==> src/logic/out_port_pkg.sv <==
// constants for the four-bit special-function output port
package out_port_pkg;

    // ------------------------------------------------------------
    // register offsets and widths
    // ------------------------------------------------------------
    localparam int         ADDR_W            = 8;
    localparam int         DATA_W            = 4;
    localparam logic [7:0] OFS_PORT_DATA     = 8'hD4;
    localparam logic [7:0] OFS_BUZZER_CTRL   = 8'hE0;
    localparam logic [7:0] OFS_CLOCK_CTRL    = 8'hE1;
    localparam logic [7:0] OFS_TIMER_CTRL    = 8'hE9;

    // ------------------------------------------------------------
    // field positions
    // ------------------------------------------------------------
    localparam int BIT_BUZZER_FREQ   = 0;
    localparam int BIT_PIN2_BUZZER   = 2;
    localparam int BIT_PIN3_BUZZER   = 3;
    localparam int BIT_CLK_FREQ_LO   = 0;
    localparam int BIT_CLK_FREQ_HI   = 1;
    localparam int BIT_PIN0_CLOCK    = 3;
    localparam int BIT_TIMER_RELOAD  = 0;
    localparam int BIT_TIMER_RUN     = 1;
    localparam int BIT_PIN1_TIMER    = 3;

    // ------------------------------------------------------------
    // reset values
    // ------------------------------------------------------------
    localparam logic [3:0] RST_PORT_DATA     = 4'h3;
    localparam logic       RST_SELECT        = 1'b0;
    localparam logic       RST_BUZZER_FREQ   = 1'b0;
    localparam logic [1:0] RST_CLK_FREQ      = 2'h0;
    localparam logic       RST_TIMER_RUN     = 1'b0;

    // ------------------------------------------------------------
    // clock frequency field codes
    // ------------------------------------------------------------
    localparam logic [1:0] CLK_SEL_512       = 2'h0;
    localparam logic [1:0] CLK_SEL_4096      = 2'h1;
    localparam logic [1:0] CLK_SEL_LOW_OSC   = 2'h2;
    localparam logic [1:0] CLK_SEL_HIGH_OSC  = 2'h3;

    // ------------------------------------------------------------
    // divider taps on the low-speed oscillator (32768 Hz nominal)
    // tap n toggles at osc / 2^(n+1)
    // ------------------------------------------------------------
    localparam int DIV_W             = 6;
    localparam int TAP_4096_HZ       = 2;
    localparam int TAP_2048_HZ       = 3;
    localparam int TAP_512_HZ        = 5;
    localparam int TAP_BUZZER_4K     = 2;
    localparam int TAP_BUZZER_2K     = 3;

endpackage

==> src/logic/glitchless_gate.sv <==
// switches a waveform on or off only while it sits low
`timescale 1ns/1ps

module glitchless_gate
(
    // clock and reset
    input  wire logic clk,
    input  wire logic rst_n,
    // waveform and request
    input  wire logic wave,
    input  wire logic want_on,
    // gated result
    output logic      gated
);

    logic on_q;
    logic on_d;

    // enable may only change while the wave is low, so no runt pulse
    always_comb
    begin
        on_d = on_q;
        if (!wave)
        begin
            on_d = want_on;
        end
    end

    // enable flip-flop
    always_ff @(posedge clk)
    begin
        if (!rst_n)
        begin
            on_q <= 1'b0;
        end
        else
        begin
            on_q <= on_d;
        end
    end

    // wave passes only while enabled
    assign gated = on_q & wave;

endmodule

==> src/logic/output_port_special_mux.sv <==
// four-bit output port with clock, timer pulse and buzzer special outputs
`timescale 1ns/1ps

module output_port_special_mux
(
    // clock and reset
    input  wire logic                               clk,
    input  wire logic                               rst_n,
    // register port
    input  wire logic [out_port_pkg::ADDR_W-1:0]    reg_addr,
    input  wire logic [out_port_pkg::DATA_W-1:0]    reg_wdata,
    input  wire logic                               reg_wr,
    input  wire logic                               reg_rd,
    output logic      [out_port_pkg::DATA_W-1:0]    reg_rdata,
    // oscillator clocks from outside this clock domain
    input  wire logic                               low_speed_osc_freq,
    input  wire logic                               high_speed_osc_freq,
    // programmable timer
    input  wire logic                               timer_overflow,
    output logic                                    timer_run_stop,
    output logic                                    timer_reload_strobe,
    // output pins
    output logic                                    out_pin0_data,
    output logic                                    out_pin1_data,
    output logic                                    out_pin2_data,
    output logic                                    out_pin3_data
);

    // ------------------------------------------------------------
    // register state
    // ------------------------------------------------------------
    logic [3:0] port_data_q;
    logic       pin2_buzzer_select_q;
    logic       pin3_inverted_buzzer_select_q;
    logic       buzzer_freq_select_q;
    logic       pin0_clock_select_q;
    logic       clock_freq_sel_lo_q;
    logic       clock_freq_sel_hi_q;
    logic       pin1_timer_select_q;
    logic       timer_run_q;
    logic       reload_q;
    logic [3:0] rdata_q;

    // ------------------------------------------------------------
    // write decode
    // ------------------------------------------------------------
    logic wr_data;
    logic wr_buzzer;
    logic wr_clock;
    logic wr_timer;

    assign wr_data   = reg_wr && (reg_addr == out_port_pkg::OFS_PORT_DATA);
    assign wr_buzzer = reg_wr && (reg_addr == out_port_pkg::OFS_BUZZER_CTRL);
    assign wr_clock  = reg_wr && (reg_addr == out_port_pkg::OFS_CLOCK_CTRL);
    assign wr_timer  = reg_wr && (reg_addr == out_port_pkg::OFS_TIMER_CTRL);

    // port data register, stored unchanged
    always_ff @(posedge clk)
    begin
        if (!rst_n)
        begin
            port_data_q <= out_port_pkg::RST_PORT_DATA;
        end
        else if (wr_data)
        begin
            port_data_q <= reg_wdata;
        end
    end

    // buzzer selection and frequency bits
    always_ff @(posedge clk)
    begin
        if (!rst_n)
        begin
            pin2_buzzer_select_q          <= out_port_pkg::RST_SELECT;
            pin3_inverted_buzzer_select_q <= out_port_pkg::RST_SELECT;
            buzzer_freq_select_q          <= out_port_pkg::RST_BUZZER_FREQ;
        end
        else if (wr_buzzer)
        begin
            pin2_buzzer_select_q          <= reg_wdata[out_port_pkg::BIT_PIN2_BUZZER];
            pin3_inverted_buzzer_select_q <= reg_wdata[out_port_pkg::BIT_PIN3_BUZZER];
            buzzer_freq_select_q          <= reg_wdata[out_port_pkg::BIT_BUZZER_FREQ];
        end
    end

    // clock output selection and frequency field
    always_ff @(posedge clk)
    begin
        if (!rst_n)
        begin
            pin0_clock_select_q <= out_port_pkg::RST_SELECT;
            clock_freq_sel_lo_q <= out_port_pkg::RST_CLK_FREQ[0];
            clock_freq_sel_hi_q <= out_port_pkg::RST_CLK_FREQ[1];
        end
        else if (wr_clock)
        begin
            pin0_clock_select_q <= reg_wdata[out_port_pkg::BIT_PIN0_CLOCK];
            clock_freq_sel_lo_q <= reg_wdata[out_port_pkg::BIT_CLK_FREQ_LO];
            clock_freq_sel_hi_q <= reg_wdata[out_port_pkg::BIT_CLK_FREQ_HI];
        end
    end

    // timer selection and run bit
    always_ff @(posedge clk)
    begin
        if (!rst_n)
        begin
            pin1_timer_select_q <= out_port_pkg::RST_SELECT;
            timer_run_q         <= out_port_pkg::RST_TIMER_RUN;
        end
        else if (wr_timer)
        begin
            pin1_timer_select_q <= reg_wdata[out_port_pkg::BIT_PIN1_TIMER];
            timer_run_q         <= reg_wdata[out_port_pkg::BIT_TIMER_RUN];
        end
    end

    // reload is a one-cycle strobe, never stored for readback
    always_ff @(posedge clk)
    begin
        if (!rst_n)
        begin
            reload_q <= 1'b0;
        end
        else
        begin
            reload_q <= wr_timer && reg_wdata[out_port_pkg::BIT_TIMER_RELOAD];
        end
    end

    assign timer_run_stop      = timer_run_q;
    assign timer_reload_strobe = reload_q;

    // ------------------------------------------------------------
    // read path
    // ------------------------------------------------------------
    logic [3:0] rd_value;

    // read mux; unused and write-only bits read zero
    always_comb
    begin
        rd_value = 4'h0;
        case (reg_addr)
            out_port_pkg::OFS_PORT_DATA:
            begin
                rd_value = port_data_q;
            end
            out_port_pkg::OFS_BUZZER_CTRL:
            begin
                rd_value[out_port_pkg::BIT_PIN3_BUZZER] = pin3_inverted_buzzer_select_q;
                rd_value[out_port_pkg::BIT_PIN2_BUZZER] = pin2_buzzer_select_q;
                rd_value[out_port_pkg::BIT_BUZZER_FREQ] = buzzer_freq_select_q;
            end
            out_port_pkg::OFS_CLOCK_CTRL:
            begin
                rd_value[out_port_pkg::BIT_PIN0_CLOCK]  = pin0_clock_select_q;
                rd_value[out_port_pkg::BIT_CLK_FREQ_HI] = clock_freq_sel_hi_q;
                rd_value[out_port_pkg::BIT_CLK_FREQ_LO] = clock_freq_sel_lo_q;
            end
            out_port_pkg::OFS_TIMER_CTRL:
            begin
                rd_value[out_port_pkg::BIT_PIN1_TIMER] = pin1_timer_select_q;
                rd_value[out_port_pkg::BIT_TIMER_RUN]  = timer_run_q;
            end
            default:
            begin
                rd_value = 4'h0;
            end
        endcase
    end

    // read data stand only in the cycle after the strobe
    always_ff @(posedge clk)
    begin
        if (!rst_n)
        begin
            rdata_q <= 4'h0;
        end
        else
        begin
            rdata_q <= reg_rd ? rd_value : 4'h0;
        end
    end

    assign reg_rdata = rdata_q;

    // ------------------------------------------------------------
    // oscillator synchronisers
    // ------------------------------------------------------------
    logic [1:0] low_sync_q;
    logic [1:0] high_sync_q;
    logic       low_prev_q;

    // two flops each; only the second stage is read by logic
    always_ff @(posedge clk)
    begin
        if (!rst_n)
        begin
            low_sync_q  <= 2'h0;
            high_sync_q <= 2'h0;
            low_prev_q  <= 1'b0;
        end
        else
        begin
            low_sync_q  <= {low_sync_q[0], low_speed_osc_freq};
            high_sync_q <= {high_sync_q[0], high_speed_osc_freq};
            low_prev_q  <= low_sync_q[1];
        end
    end

    // ------------------------------------------------------------
    // divider on the low-speed oscillator
    // ------------------------------------------------------------
    logic [out_port_pkg::DIV_W-1:0] div_q;
    logic                           low_rise;

    assign low_rise = low_sync_q[1] && !low_prev_q;

    // counts rising edges of the synchronised oscillator
    always_ff @(posedge clk)
    begin
        if (!rst_n)
        begin
            div_q <= '0;
        end
        else if (low_rise)
        begin
            div_q <= div_q + 1'b1;
        end
    end

    // ------------------------------------------------------------
    // source selection
    // ------------------------------------------------------------
    logic [1:0] clock_freq_code;
    logic       divided_clock_out_src;
    logic       buzzer_signal;

    assign clock_freq_code = {clock_freq_sel_hi_q, clock_freq_sel_lo_q};

    // pin 0 clock source
    always_comb
    begin
        case (clock_freq_code)
            out_port_pkg::CLK_SEL_HIGH_OSC: divided_clock_out_src = high_sync_q[1];
            out_port_pkg::CLK_SEL_LOW_OSC:  divided_clock_out_src = low_sync_q[1];
            out_port_pkg::CLK_SEL_4096:     divided_clock_out_src = div_q[out_port_pkg::TAP_4096_HZ];
            out_port_pkg::CLK_SEL_512:      divided_clock_out_src = div_q[out_port_pkg::TAP_512_HZ];
            default:                        divided_clock_out_src = 1'b0;
        endcase
    end

    // buzzer waveform: 1 selects 2 kHz, 0 selects 4 kHz
    assign buzzer_signal = buzzer_freq_select_q ? div_q[out_port_pkg::TAP_BUZZER_2K]
                                                : div_q[out_port_pkg::TAP_BUZZER_4K];

    // ------------------------------------------------------------
    // glitch-free gating of each special signal
    // ------------------------------------------------------------
    logic divided_clock_out_gated;
    logic ovf_gated;
    logic bz_gated;
    logic bz_inv_gated;

    // clock on pin 0 runs while data bit is 0
    glitchless_gate u_gate_divided_clock_out
    (
        .clk     (clk),
        .rst_n   (rst_n),
        .wave    (divided_clock_out_src),
        .want_on (!port_data_q[0]),
        .gated   (divided_clock_out_gated)
    );

    // timer pulse on pin 1 passes while data bit is 0
    glitchless_gate u_gate_ovf
    (
        .clk     (clk),
        .rst_n   (rst_n),
        .wave    (timer_overflow),
        .want_on (!port_data_q[1]),
        .gated   (ovf_gated)
    );

    // buzzer on pin 2 runs while data bit is 1
    glitchless_gate u_gate_bz
    (
        .clk     (clk),
        .rst_n   (rst_n),
        .wave    (buzzer_signal),
        .want_on (port_data_q[2]),
        .gated   (bz_gated)
    );

    // inverted buzzer on pin 3 runs while data bit is 1
    glitchless_gate u_gate_bz_inv
    (
        .clk     (clk),
        .rst_n   (rst_n),
        .wave    (!buzzer_signal),
        .want_on (port_data_q[3]),
        .gated   (bz_inv_gated)
    );

    // ------------------------------------------------------------
    // pin drivers
    // ------------------------------------------------------------
    logic pin0_q;
    logic pin1_q;
    logic pin2_q;
    logic pin3_q;

    // special outputs on pins 0 and 1 idle high, active low
    always_ff @(posedge clk)
    begin
        if (!rst_n)
        begin
            pin0_q <= out_port_pkg::RST_PORT_DATA[0];
            pin1_q <= out_port_pkg::RST_PORT_DATA[1];
        end
        else
        begin
            pin0_q <= pin0_clock_select_q ? !divided_clock_out_gated : port_data_q[0];
            pin1_q <= pin1_timer_select_q ? !ovf_gated  : port_data_q[1];
        end
    end

    // buzzer pins idle low; DC mode follows the data bit
    always_ff @(posedge clk)
    begin
        if (!rst_n)
        begin
            pin2_q <= out_port_pkg::RST_PORT_DATA[2];
            pin3_q <= out_port_pkg::RST_PORT_DATA[3];
        end
        else
        begin
            pin2_q <= pin2_buzzer_select_q          ? bz_gated     : port_data_q[2];
            pin3_q <= pin3_inverted_buzzer_select_q ? bz_inv_gated : port_data_q[3];
        end
    end

    // the timer itself must be started by software for pin 1 to pulse
    assign out_pin0_data = pin0_q;
    assign out_pin1_data = pin1_q;
    assign out_pin2_data = pin2_q;
    assign out_pin3_data = pin3_q;

endmodule

==> config.mk <==
export PLATFORM = sky130hd
export DESIGN_NAME = output_port_special_mux
export DESIGN_NICKNAME = d
export VERILOG_FILES = /design/src/logic/out_port_pkg.sv /design/src/logic/glitchless_gate.sv /design/src/logic/output_port_special_mux.sv
export SDC_FILE = /design/constraint.sdc
export NUM_CORES = 1
export LEC_CHECK = 0
export BUFFER_PORTS_ARGS = -buffer_cell sky130_fd_sc_hd__buf_2
export CAP_MARGIN = 15
export CORE_MARGIN = 1.5
export CORE_UTILIZATION = 30
export CTS_CLUSTER_SIZE = 8
export DETAILED_ROUTE_END_ITERATION = 6
export PLACE_DENSITY = 0.5
export SLEW_MARGIN = 20
export SYNTH_ARGS = -nofsm -noshare
export SYNTH_HDL_FRONTEND = slang
export SYNTH_SLANG_ARGS = --single-unit
==> constraint.sdc <==
create_clock -name clk -period 1.2 [get_ports clk]
set_input_delay 0.24 -clock clk [delete_from_list [all_inputs] [get_ports clk]]
set_output_delay 0.24 -clock clk [all_outputs]
set_load 0.1 [all_outputs]
Word level (Yosys, flattened, before mapping) --
Cells that the tools add are included.
Storage, ports and cells: register bits after elaboration 36, input bits 19, output and inout port bits 10, word-level logic and storage cells 59
Cells by class: add/sub/neg operators 1, eq/ne operators 7, muxes and demuxes 10, bitwise operators 4, reductions and logical operators 14
Operator list (count):
- 8-bit == test, second input constant | 4
- 1-bit one-hot mux with 4 select lines | 2
- 6-bit by 1-bit adder with 6-bit output, second input constant | 1
- 1-bit logical AND | 6
- 1-bit zero test | 6
- 1-bit one-hot mux with 3 select lines | 2
- 1-bit 2-to-1 mux | 5
- 1-bit AND | 4
- 2-bit == test, second input constant | 2
- 2-bit by 1-bit == test with 1-bit output, second input constant | 1
- 2-bit zero test | 1
- 1-bit one-hot mux with 2 select lines | 1
- 2-bit AND reduction | 1

Depth between registers and ports, before layout --
Gate-level depths: netlist of run 1.
depth after elaboration 5, depth in mapped cells 5, depth with buffers taken out 4

By module --
A second synthesis of run 1 with hierarchy kept.
Unflattened totals: cells, all modules 157, area total of the unflattened synthesis 1557.7 µm²
By module, submodules not included:
- output_port_special_mux | instances 1, cells each 141, area an instance 1382.6 µm²
- glitchless_gate | instances 4, cells each 4, area an instance 43.8 µm²

Worst setup path after synthesis of run 1 --
Ideal clock, no wire load.
kind reg2reg, start point register timer_run_q, in the netlist timer_run_stop, end point register rdata_q[1], in the netlist reg_rdata[1], arrival time 1.350 ns, data required time 1.136 ns, setup slack -0.214 ns, stages on the path, launching flop included 4, period minus slack after synthesis 1.414 ns, cells stage by stage dfxtp_1 -> mux2_2 -> a32oi_1 -> nor2_1
On the way: cells in the longest elaborated chain, start to end 1
RTL lines:
- from (decl) | line output_port_special_mux.sv:40 | logic timer_run_q;
- from (signal assigned) | line output_port_special_mux.sv:110 | timer_run_q <= out_port_pkg::RST_TIMER_RUN;
- from (signal assigned) | line output_port_special_mux.sv:115 | timer_run_q <= reg_wdata[out_port_pkg::BIT_TIMER_RUN];
- 1-bit one-hot mux with 3 select lines | line output_port_special_mux.sv:144 | case (reg_addr)
- to (signal assigned) | line output_port_special_mux.sv:182 | rdata_q <= reg_rd ? rd_value : 4'h0;
- to (decl) | line output_port_special_mux.sv:42 | logic [3:0] rdata_q;
No other way between the ends. A chain may end at the register's enable or synchronous reset.

Worst setup path in the final report of run 1 --
start point register clock_freq_sel_hi_q, end point register u_gate_divided_clock_out.on_q
On the way: cells in the longest elaborated chain, start to end 2, elaborated cells between the ends (all ways) 5
RTL lines:
- from (decl) | line output_port_special_mux.sv:38 | logic clock_freq_sel_hi_q;
- from (signal assigned) | line output_port_special_mux.sv:94 | clock_freq_sel_hi_q <= out_port_pkg::RST_CLK_FREQ[1];
- from (signal assigned) | line output_port_special_mux.sv:100 | clock_freq_sel_hi_q <= reg_wdata[out_port_pkg::BIT_CLK_FREQ_HI];
- 2-bit by 1-bit == test with 1-bit output (tied with other cells) | line output_port_special_mux.sv:245 | case (clock_freq_code)
- 1-bit one-hot mux with 4 select lines (*) | line output_port_special_mux.sv:245
- to (signal assigned) | line glitchless_gate.sv:38 | on_q <= on_d;
- to (decl) | line glitchless_gate.sv:16 | logic on_q;
Mark *: on every way between the ends. The rest lies on a longest branch, timed or not.

==> results of run 1 <==
cell type report:
type	instances	area, sq um	area share, %
Multi-Input combinational cell	109	763.2	35.86
Clock inverter	1	30.03	1.411
Tap cell	67	83.83	3.939
Timing Repair Buffer	44	430.4	20.22
Sequential cell	36	724.4	34.04
Clock buffer	7	96.34	4.527
worst max path at each step:
| stage | cells after the start | slack (ns) | from | endpoint |
|---|---|---|---|---|
| final | 3 | -0.08 | clock_freq_sel_hi_q | u_gate_divided_clock_out.on_q |
| after global routing | 3 | -0.13 | clock_freq_sel_hi_q | u_gate_divided_clock_out.on_q |
| after CTS | 3 | -0.07 | clock_freq_sel_hi_q | u_gate_divided_clock_out.on_q |
| after detailed placement | 5 | -0.21 | reg_addr[4] | clock_freq_sel_lo_q |
| after global placement | 5 | -0.16 | reg_addr[4] | clock_freq_sel_hi_q |
| after floorplan | 3 | -0.02 | clock_freq_sel_hi_q | u_gate_divided_clock_out.on_q |
stage by stage:
stage               area (sq um)  utilization [%]  cells  hold WS, ns  total power, uW
floorplan                   1516                -    152       0.3651             1296
global placement            1956            40.86    252       0.4190             1369
detailed placement          1956            40.86    252       0.4276             1371
CTS                         2097            43.82    262       0.1515             2534
global route                2128            44.47    264       0.1503             2621
finish                      2128            44.47    264       0.1569             2512
synth_stat cells, drive strengths merged:
master,n
a21boi,4
and4,1
nand3b,2
nor2,2
ha,1
or2,1
clkbuf,3
buf,4
and2,13
and3,2
and3b,2
mux4,1
nor3,3
xnor2,3
nand2,20
nand2b,2
nand3,7
mux2i,14
a2bb2oi,1
nor3b,1
nand4b,1
mux2,2
or3,1
nor2b,8
a31oi,1
a32oi,1
a22oi,2
and2b,1
xor2,1
dfxtp,36
o21ai,7
nand4,4
where the power goes:
part | internal, uW | switching (uW)
Clock | 733 | 431
Sequential | 1200 | 4.88
Combinational | 71.3 | 67.3
per-layer routing:
layer	up-vias	share of wire [%]
met5	-	0
li1	614	-
met3	5	4.2
met2	18	49
met1	564	46
met4	0	1.2
cell families after synthesis:
logic type | share of synthesized area (%)
fa+ha+maj | 0.8284
compound gates | 6.876
xor+xnor | 2.320
mux | 12.26
flops | 47.72
simple gates | 27.51
buf+inv | 2.485
registers in the layout, summed over array words and instances (netlist names), 2 cells and up:
signal       count
div_q            6
port_data_q      4
reg_rdata        4
high_sync_q      2
low_sync_q       2
repair_timing:
action / 4_1_cts / 5_1_grt
resized for setup: 0 / 7
hold buffers: 0 / 0
setup endpoints to repair: 1 / 4
pin swaps: 2 / 5
buffers inserted: 2 / 2
endpoints found under the hold margin: 0 / 0
==> impl_metrics.yaml, run 1 <==
outcome:
  outcome: "finished, violations left"
  violations: "negative setup slack"
critical_path:
  cp-end-kind: "flip-flop"
  crit_required_ns: 1.42
  slowest_stage: "mux4_2"
  crit_family: "multiplexers"
  crit_fanout: 2
  crit_chain: "mux4_2 > or2_0 > a21boi_1"
  reg2reg_depth: 3
  worstReg2RegStart: "clock_freq_sel_hi_q"
  critPathBufInv: 0
  ff2ff_setup_slack_ns: -0.08
  cp-start-kind: "flip-flop"
  critPathMaxStageDelay_ns: 0.52
  crit_type: "reg2reg"
  r2r_end: "u_gate_divided_clock_out.on_q"
  crit_arrival_ns: 1.50
routing:
  via_per_inst: 4.549
  drc: 0
  finalWirelength_microns: 3125
  ant_nets: 0
  vias: 1201
  wire_per_inst_microns: 11.84
  firstDrtPassIters: 4
  drtIter0Drc: 68
floorplan:
  die_y_microns: 73.95
  rows: 25
  dieArea_sq_um: 5469
  boundaryPins: 29
  coreArea_sq_um: 4786
  start_util_pct: 31.56
  die_w_microns: 73.95
synth:
  avgSynthCellArea_sq_um: 9.936
  netlist_instances: 152
  syn-num-nets: 172
  synthTopCellsByArea: "dfxtp_1, mux2i_1, and2_1, nand2_1, nor2b_1"
  seq_area_frac_synth_pct: 47.72
  synth_top_area_cell: "dfxtp_1"
  synth_top_area_share_pct: 47.72
  yosysWarnings: 0
  synth_cell_type_count: 36
  syn_area_sq_um: 1510
  synth-seq-cells: 36
global_route:
  grt_busiest_layer: "met2"
  track_usage_pct: 12.97
  grt_pass1_vias: 1164
  grt.met3_usage_pct: 4.607
  antenna_found_initial: 0
  grt.overflow.total: 0
  use_met2_pct: 21.13
  grt_first_pass_wirelength_microns: 5347
  grt_util_met1_pct: 15.71
  grt_max_degree: 36
power:
  ir_drop_mv: 0.5322
  p_leak_uw: 0.0008407
  powerDensity_nw_per_um2: 1180
finish:
  final_cell_mix: "dfxtp_1, nand2_1, buf_2"
  final_nets: 216
  n_fill_cell: 475
  drive_gt1_share_pct: 34.52
  final_common_cell: "dfxtp_1"
  antenna_cells: 0
  area_growth_pct: 40.93
clocking:
  ctsRootBufferMaster: "clkbuf_8"
  clockBufferDepth: 2
  cts_num_sinks: 36
  clkLatencyLatePin_ns: 0.29
  cts.htree.levels: 2
  clkTransAtPathRegs_ns: 0.07
  cts_made_buffers: 5
  cts_tree: "built"
sta:
  setup_viol: 2
  relSlewSlack_pct: 81.60
  finalHoldViolCount: 0
  rsz0062_at_grt: "true"
  fmax_mhz: 778.7
  slew_violations: 0
  fin_skew_ns: 0.003777
  tightestPinTransition_ns: 0.2756
  period_share_pct: 107.0
  tns_ns: -0.1086
  worst_slack_ns: -0.08416
  finalCriticalPeriod_ns: 1.284
placed_design:
  port_buffers: 28
  pre_cts_slack_ns: -0.2063
  gp_congestion: 0.8050
  dpl.hpwl_microns: 2323
min_path:
  holdCritStartpoint: "low_speed_osc_freq"
  whs_path_depth: 2
  hold_path_end: "low_sync_q[0]"
  hold_class: "in2reg"
job:
  maxCapViolations: 0
Power figures use the tool's default switching activity.
==> run 2, diff against run 1 <==
- CORE_MARGIN: 1.5 -> default
- PLACE_DENSITY: 0.5 -> 0.62
==> run 2 against run 1 <==
The run still ends with negative setup slack left. Largest power group unchanged. Cell count down 0.76%. Worst setup slack better by 0.033 ns. Flip-flop and latch count unchanged. Clock-buffer cell count down 1.
==> impl_metrics.yaml, run 2 (synthesis gave the netlist of run 1 again) <==
outcome:
  outcome: "finished, violations left"
  violations: "negative setup slack"
finish:
  drive_gt1_share_pct: 33.33
  final_cell_mix: "dfxtp_1, nand2_1, buf_2"
  n_fill_cell: 461
  final_common_cell: "dfxtp_1"
  stdcell_count: 262
  area_growth_pct: 35.96
  antenna_cells: 0
  final_nets: 214
  stdcell_area_sq_um: 2053
  largest_reg_flops: 6
  top_register: "div_q"
sta:
  worst_slack_ns: -0.05166
  finalHoldViolCount: 0
  tightestPinTransition_ns: 0.2453
  rsz0062_at_grt: "true"
  slew_violations: 0
  relSlewSlack_pct: 83.56
  period_share_pct: 104.3
  setup_viol: 1
  fin_skew_ns: 0.005397
  fmax_mhz: 798.9
  holdWs_ns: 0.1497
  finalCriticalPeriod_ns: 1.252
floorplan:
  rows: 25
  boundaryPins: 29
  start_util_pct: 31.56
  die_w_microns: 72.95
  coreArea_sq_um: 4786
  dieArea_sq_um: 5322
  die_y_microns: 72.95
clocking:
  cts_made_buffers: 5
  cts.htree.levels: 2
  cts_hold_buf: 0
  clkTransAtPathRegs_ns: 0.07
  ctsRootBufferMaster: "clkbuf_8"
  clkLatencyLatePin_ns: 0.29
  cts_setup_buffers: 0
  cts_num_sinks: 36
  clockBufferDepth: 2
  cts_tree: "built"
routing:
  ant_nets: 0
  drc: 0
  finalWirelength_microns: 3085
  vias: 1191
  wire_per_inst_microns: 11.77
  via_per_inst: 4.546
  firstDrtPassIters: 4
  drtIter0Drc: 53
global_route:
  grt.overflow.total: 0
  grt_pass1_vias: 1099
  track_usage_pct: 12.88
  antenna_found_initial: 0
  grt_max_degree: 19
  grt_first_pass_wirelength_microns: 5064
power:
  p_leak_uw: 0.0008081
  ir_drop_mv: 0.5018
  powerDensity_nw_per_um2: 1090
critical_path:
  r2r_end: "u_gate_divided_clock_out.on_q"
  worstReg2RegStart: "clock_freq_sel_hi_q"
  crit_arrival_ns: 1.48
  cp-end-kind: "flip-flop"
  ff2ff_setup_slack_ns: -0.05
  crit_required_ns: 1.43
  reg2reg_depth: 3
  crit_fanout: 3
  crit_type: "reg2reg"
  cp-start-kind: "flip-flop"
min_path:
  holdCritStartpoint: "high_speed_osc_freq"
  whs_path_depth: 2
  hold_path_end: "high_sync_q[0]"
  hold_class: "in2reg"
placed_design:
  port_buffers: 28
  gp_congestion: 0.7593
  dpl.cell_count: 254
  place_area_sq_um: 1958
  dpl.hpwl_microns: 2192
job:
  maxCapViolations: 0
==> run 2: worst max-delay path, cell delays in order, from the launching register on <==
cell and delay (ns):
dfxtp_2 0.34, mux4_2 0.52, or2_0 0.22, a21boi_1 0.11
==> run 2: worst max path at each step <==
stage                              startpoint                       endpoint  slack (ns)
after detailed placement          reg_addr[3]           pin2_buzzer_select_q       -0.11
after floorplan           clock_freq_sel_hi_q  u_gate_divided_clock_out.on_q       -0.02
after global placement            reg_addr[3]  pin3_inverted_buzzer_select_q        -0.1
final                     clock_freq_sel_hi_q  u_gate_divided_clock_out.on_q       -0.05
after global routing      clock_freq_sel_hi_q  u_gate_divided_clock_out.on_q       -0.14
after CTS                 clock_freq_sel_hi_q  u_gate_divided_clock_out.on_q       -0.07
==> run 2: area by class of cell <==
class | instances | area, sq um | area share (%)
flip-flops and latches | 36 | 725.7 | 35.34
multi-input cells | 109 | 755.7 | 36.81
well taps | 67 | 83.83 | 4.083
repair buffers | 42 | 395.4 | 19.26
clock inverters | 2 | 10.01 | 0.4875
clock buffers | 6 | 82.58 | 4.022
==> run 2: routing by layer <==
layer / global-route usage [%] / wire length, microns / up-vias
met3: 3.867 / 136 / 7
met5: 0 / 0 / -
li1: - / - / 608
met2: 17.96 / 1300 / 37
met4: 7.190 / 68 / 0
met1: 17.63 / 1580 / 539
==> run 2: timing repair <==
item / CTS / global route
pin swaps: 0 / 4
setup endpoints to repair: 1 / 5
resized for setup: 0 / 3
==> run 2: power by group <==
group / switching [uW] / internal, uW / total (uW)
registers: 5.05 / 1200 / 1210
logic: 66.7 / 66.6 / 133
clock network: 437 / 458 / 895
==> run 2: metrics by stage <==
stage | util, % | total power, uW | setup WS, ns | TNS, ns
2_1_floorplan | - | 1296 | -0.01681 | -0.01719
5_1_grt | 42.90 | 2330 | -0.1408 | -0.1658
3_5_place_dp | 40.92 | 1368 | -0.1143 | -0.9322
4_1_cts | 42.85 | 2264 | -0.07453 | -0.07453
3_3_place_gp | 40.92 | 1369 | -0.09946 | -0.8170
6_report | 42.90 | 2238 | -0.05166 | -0.05166
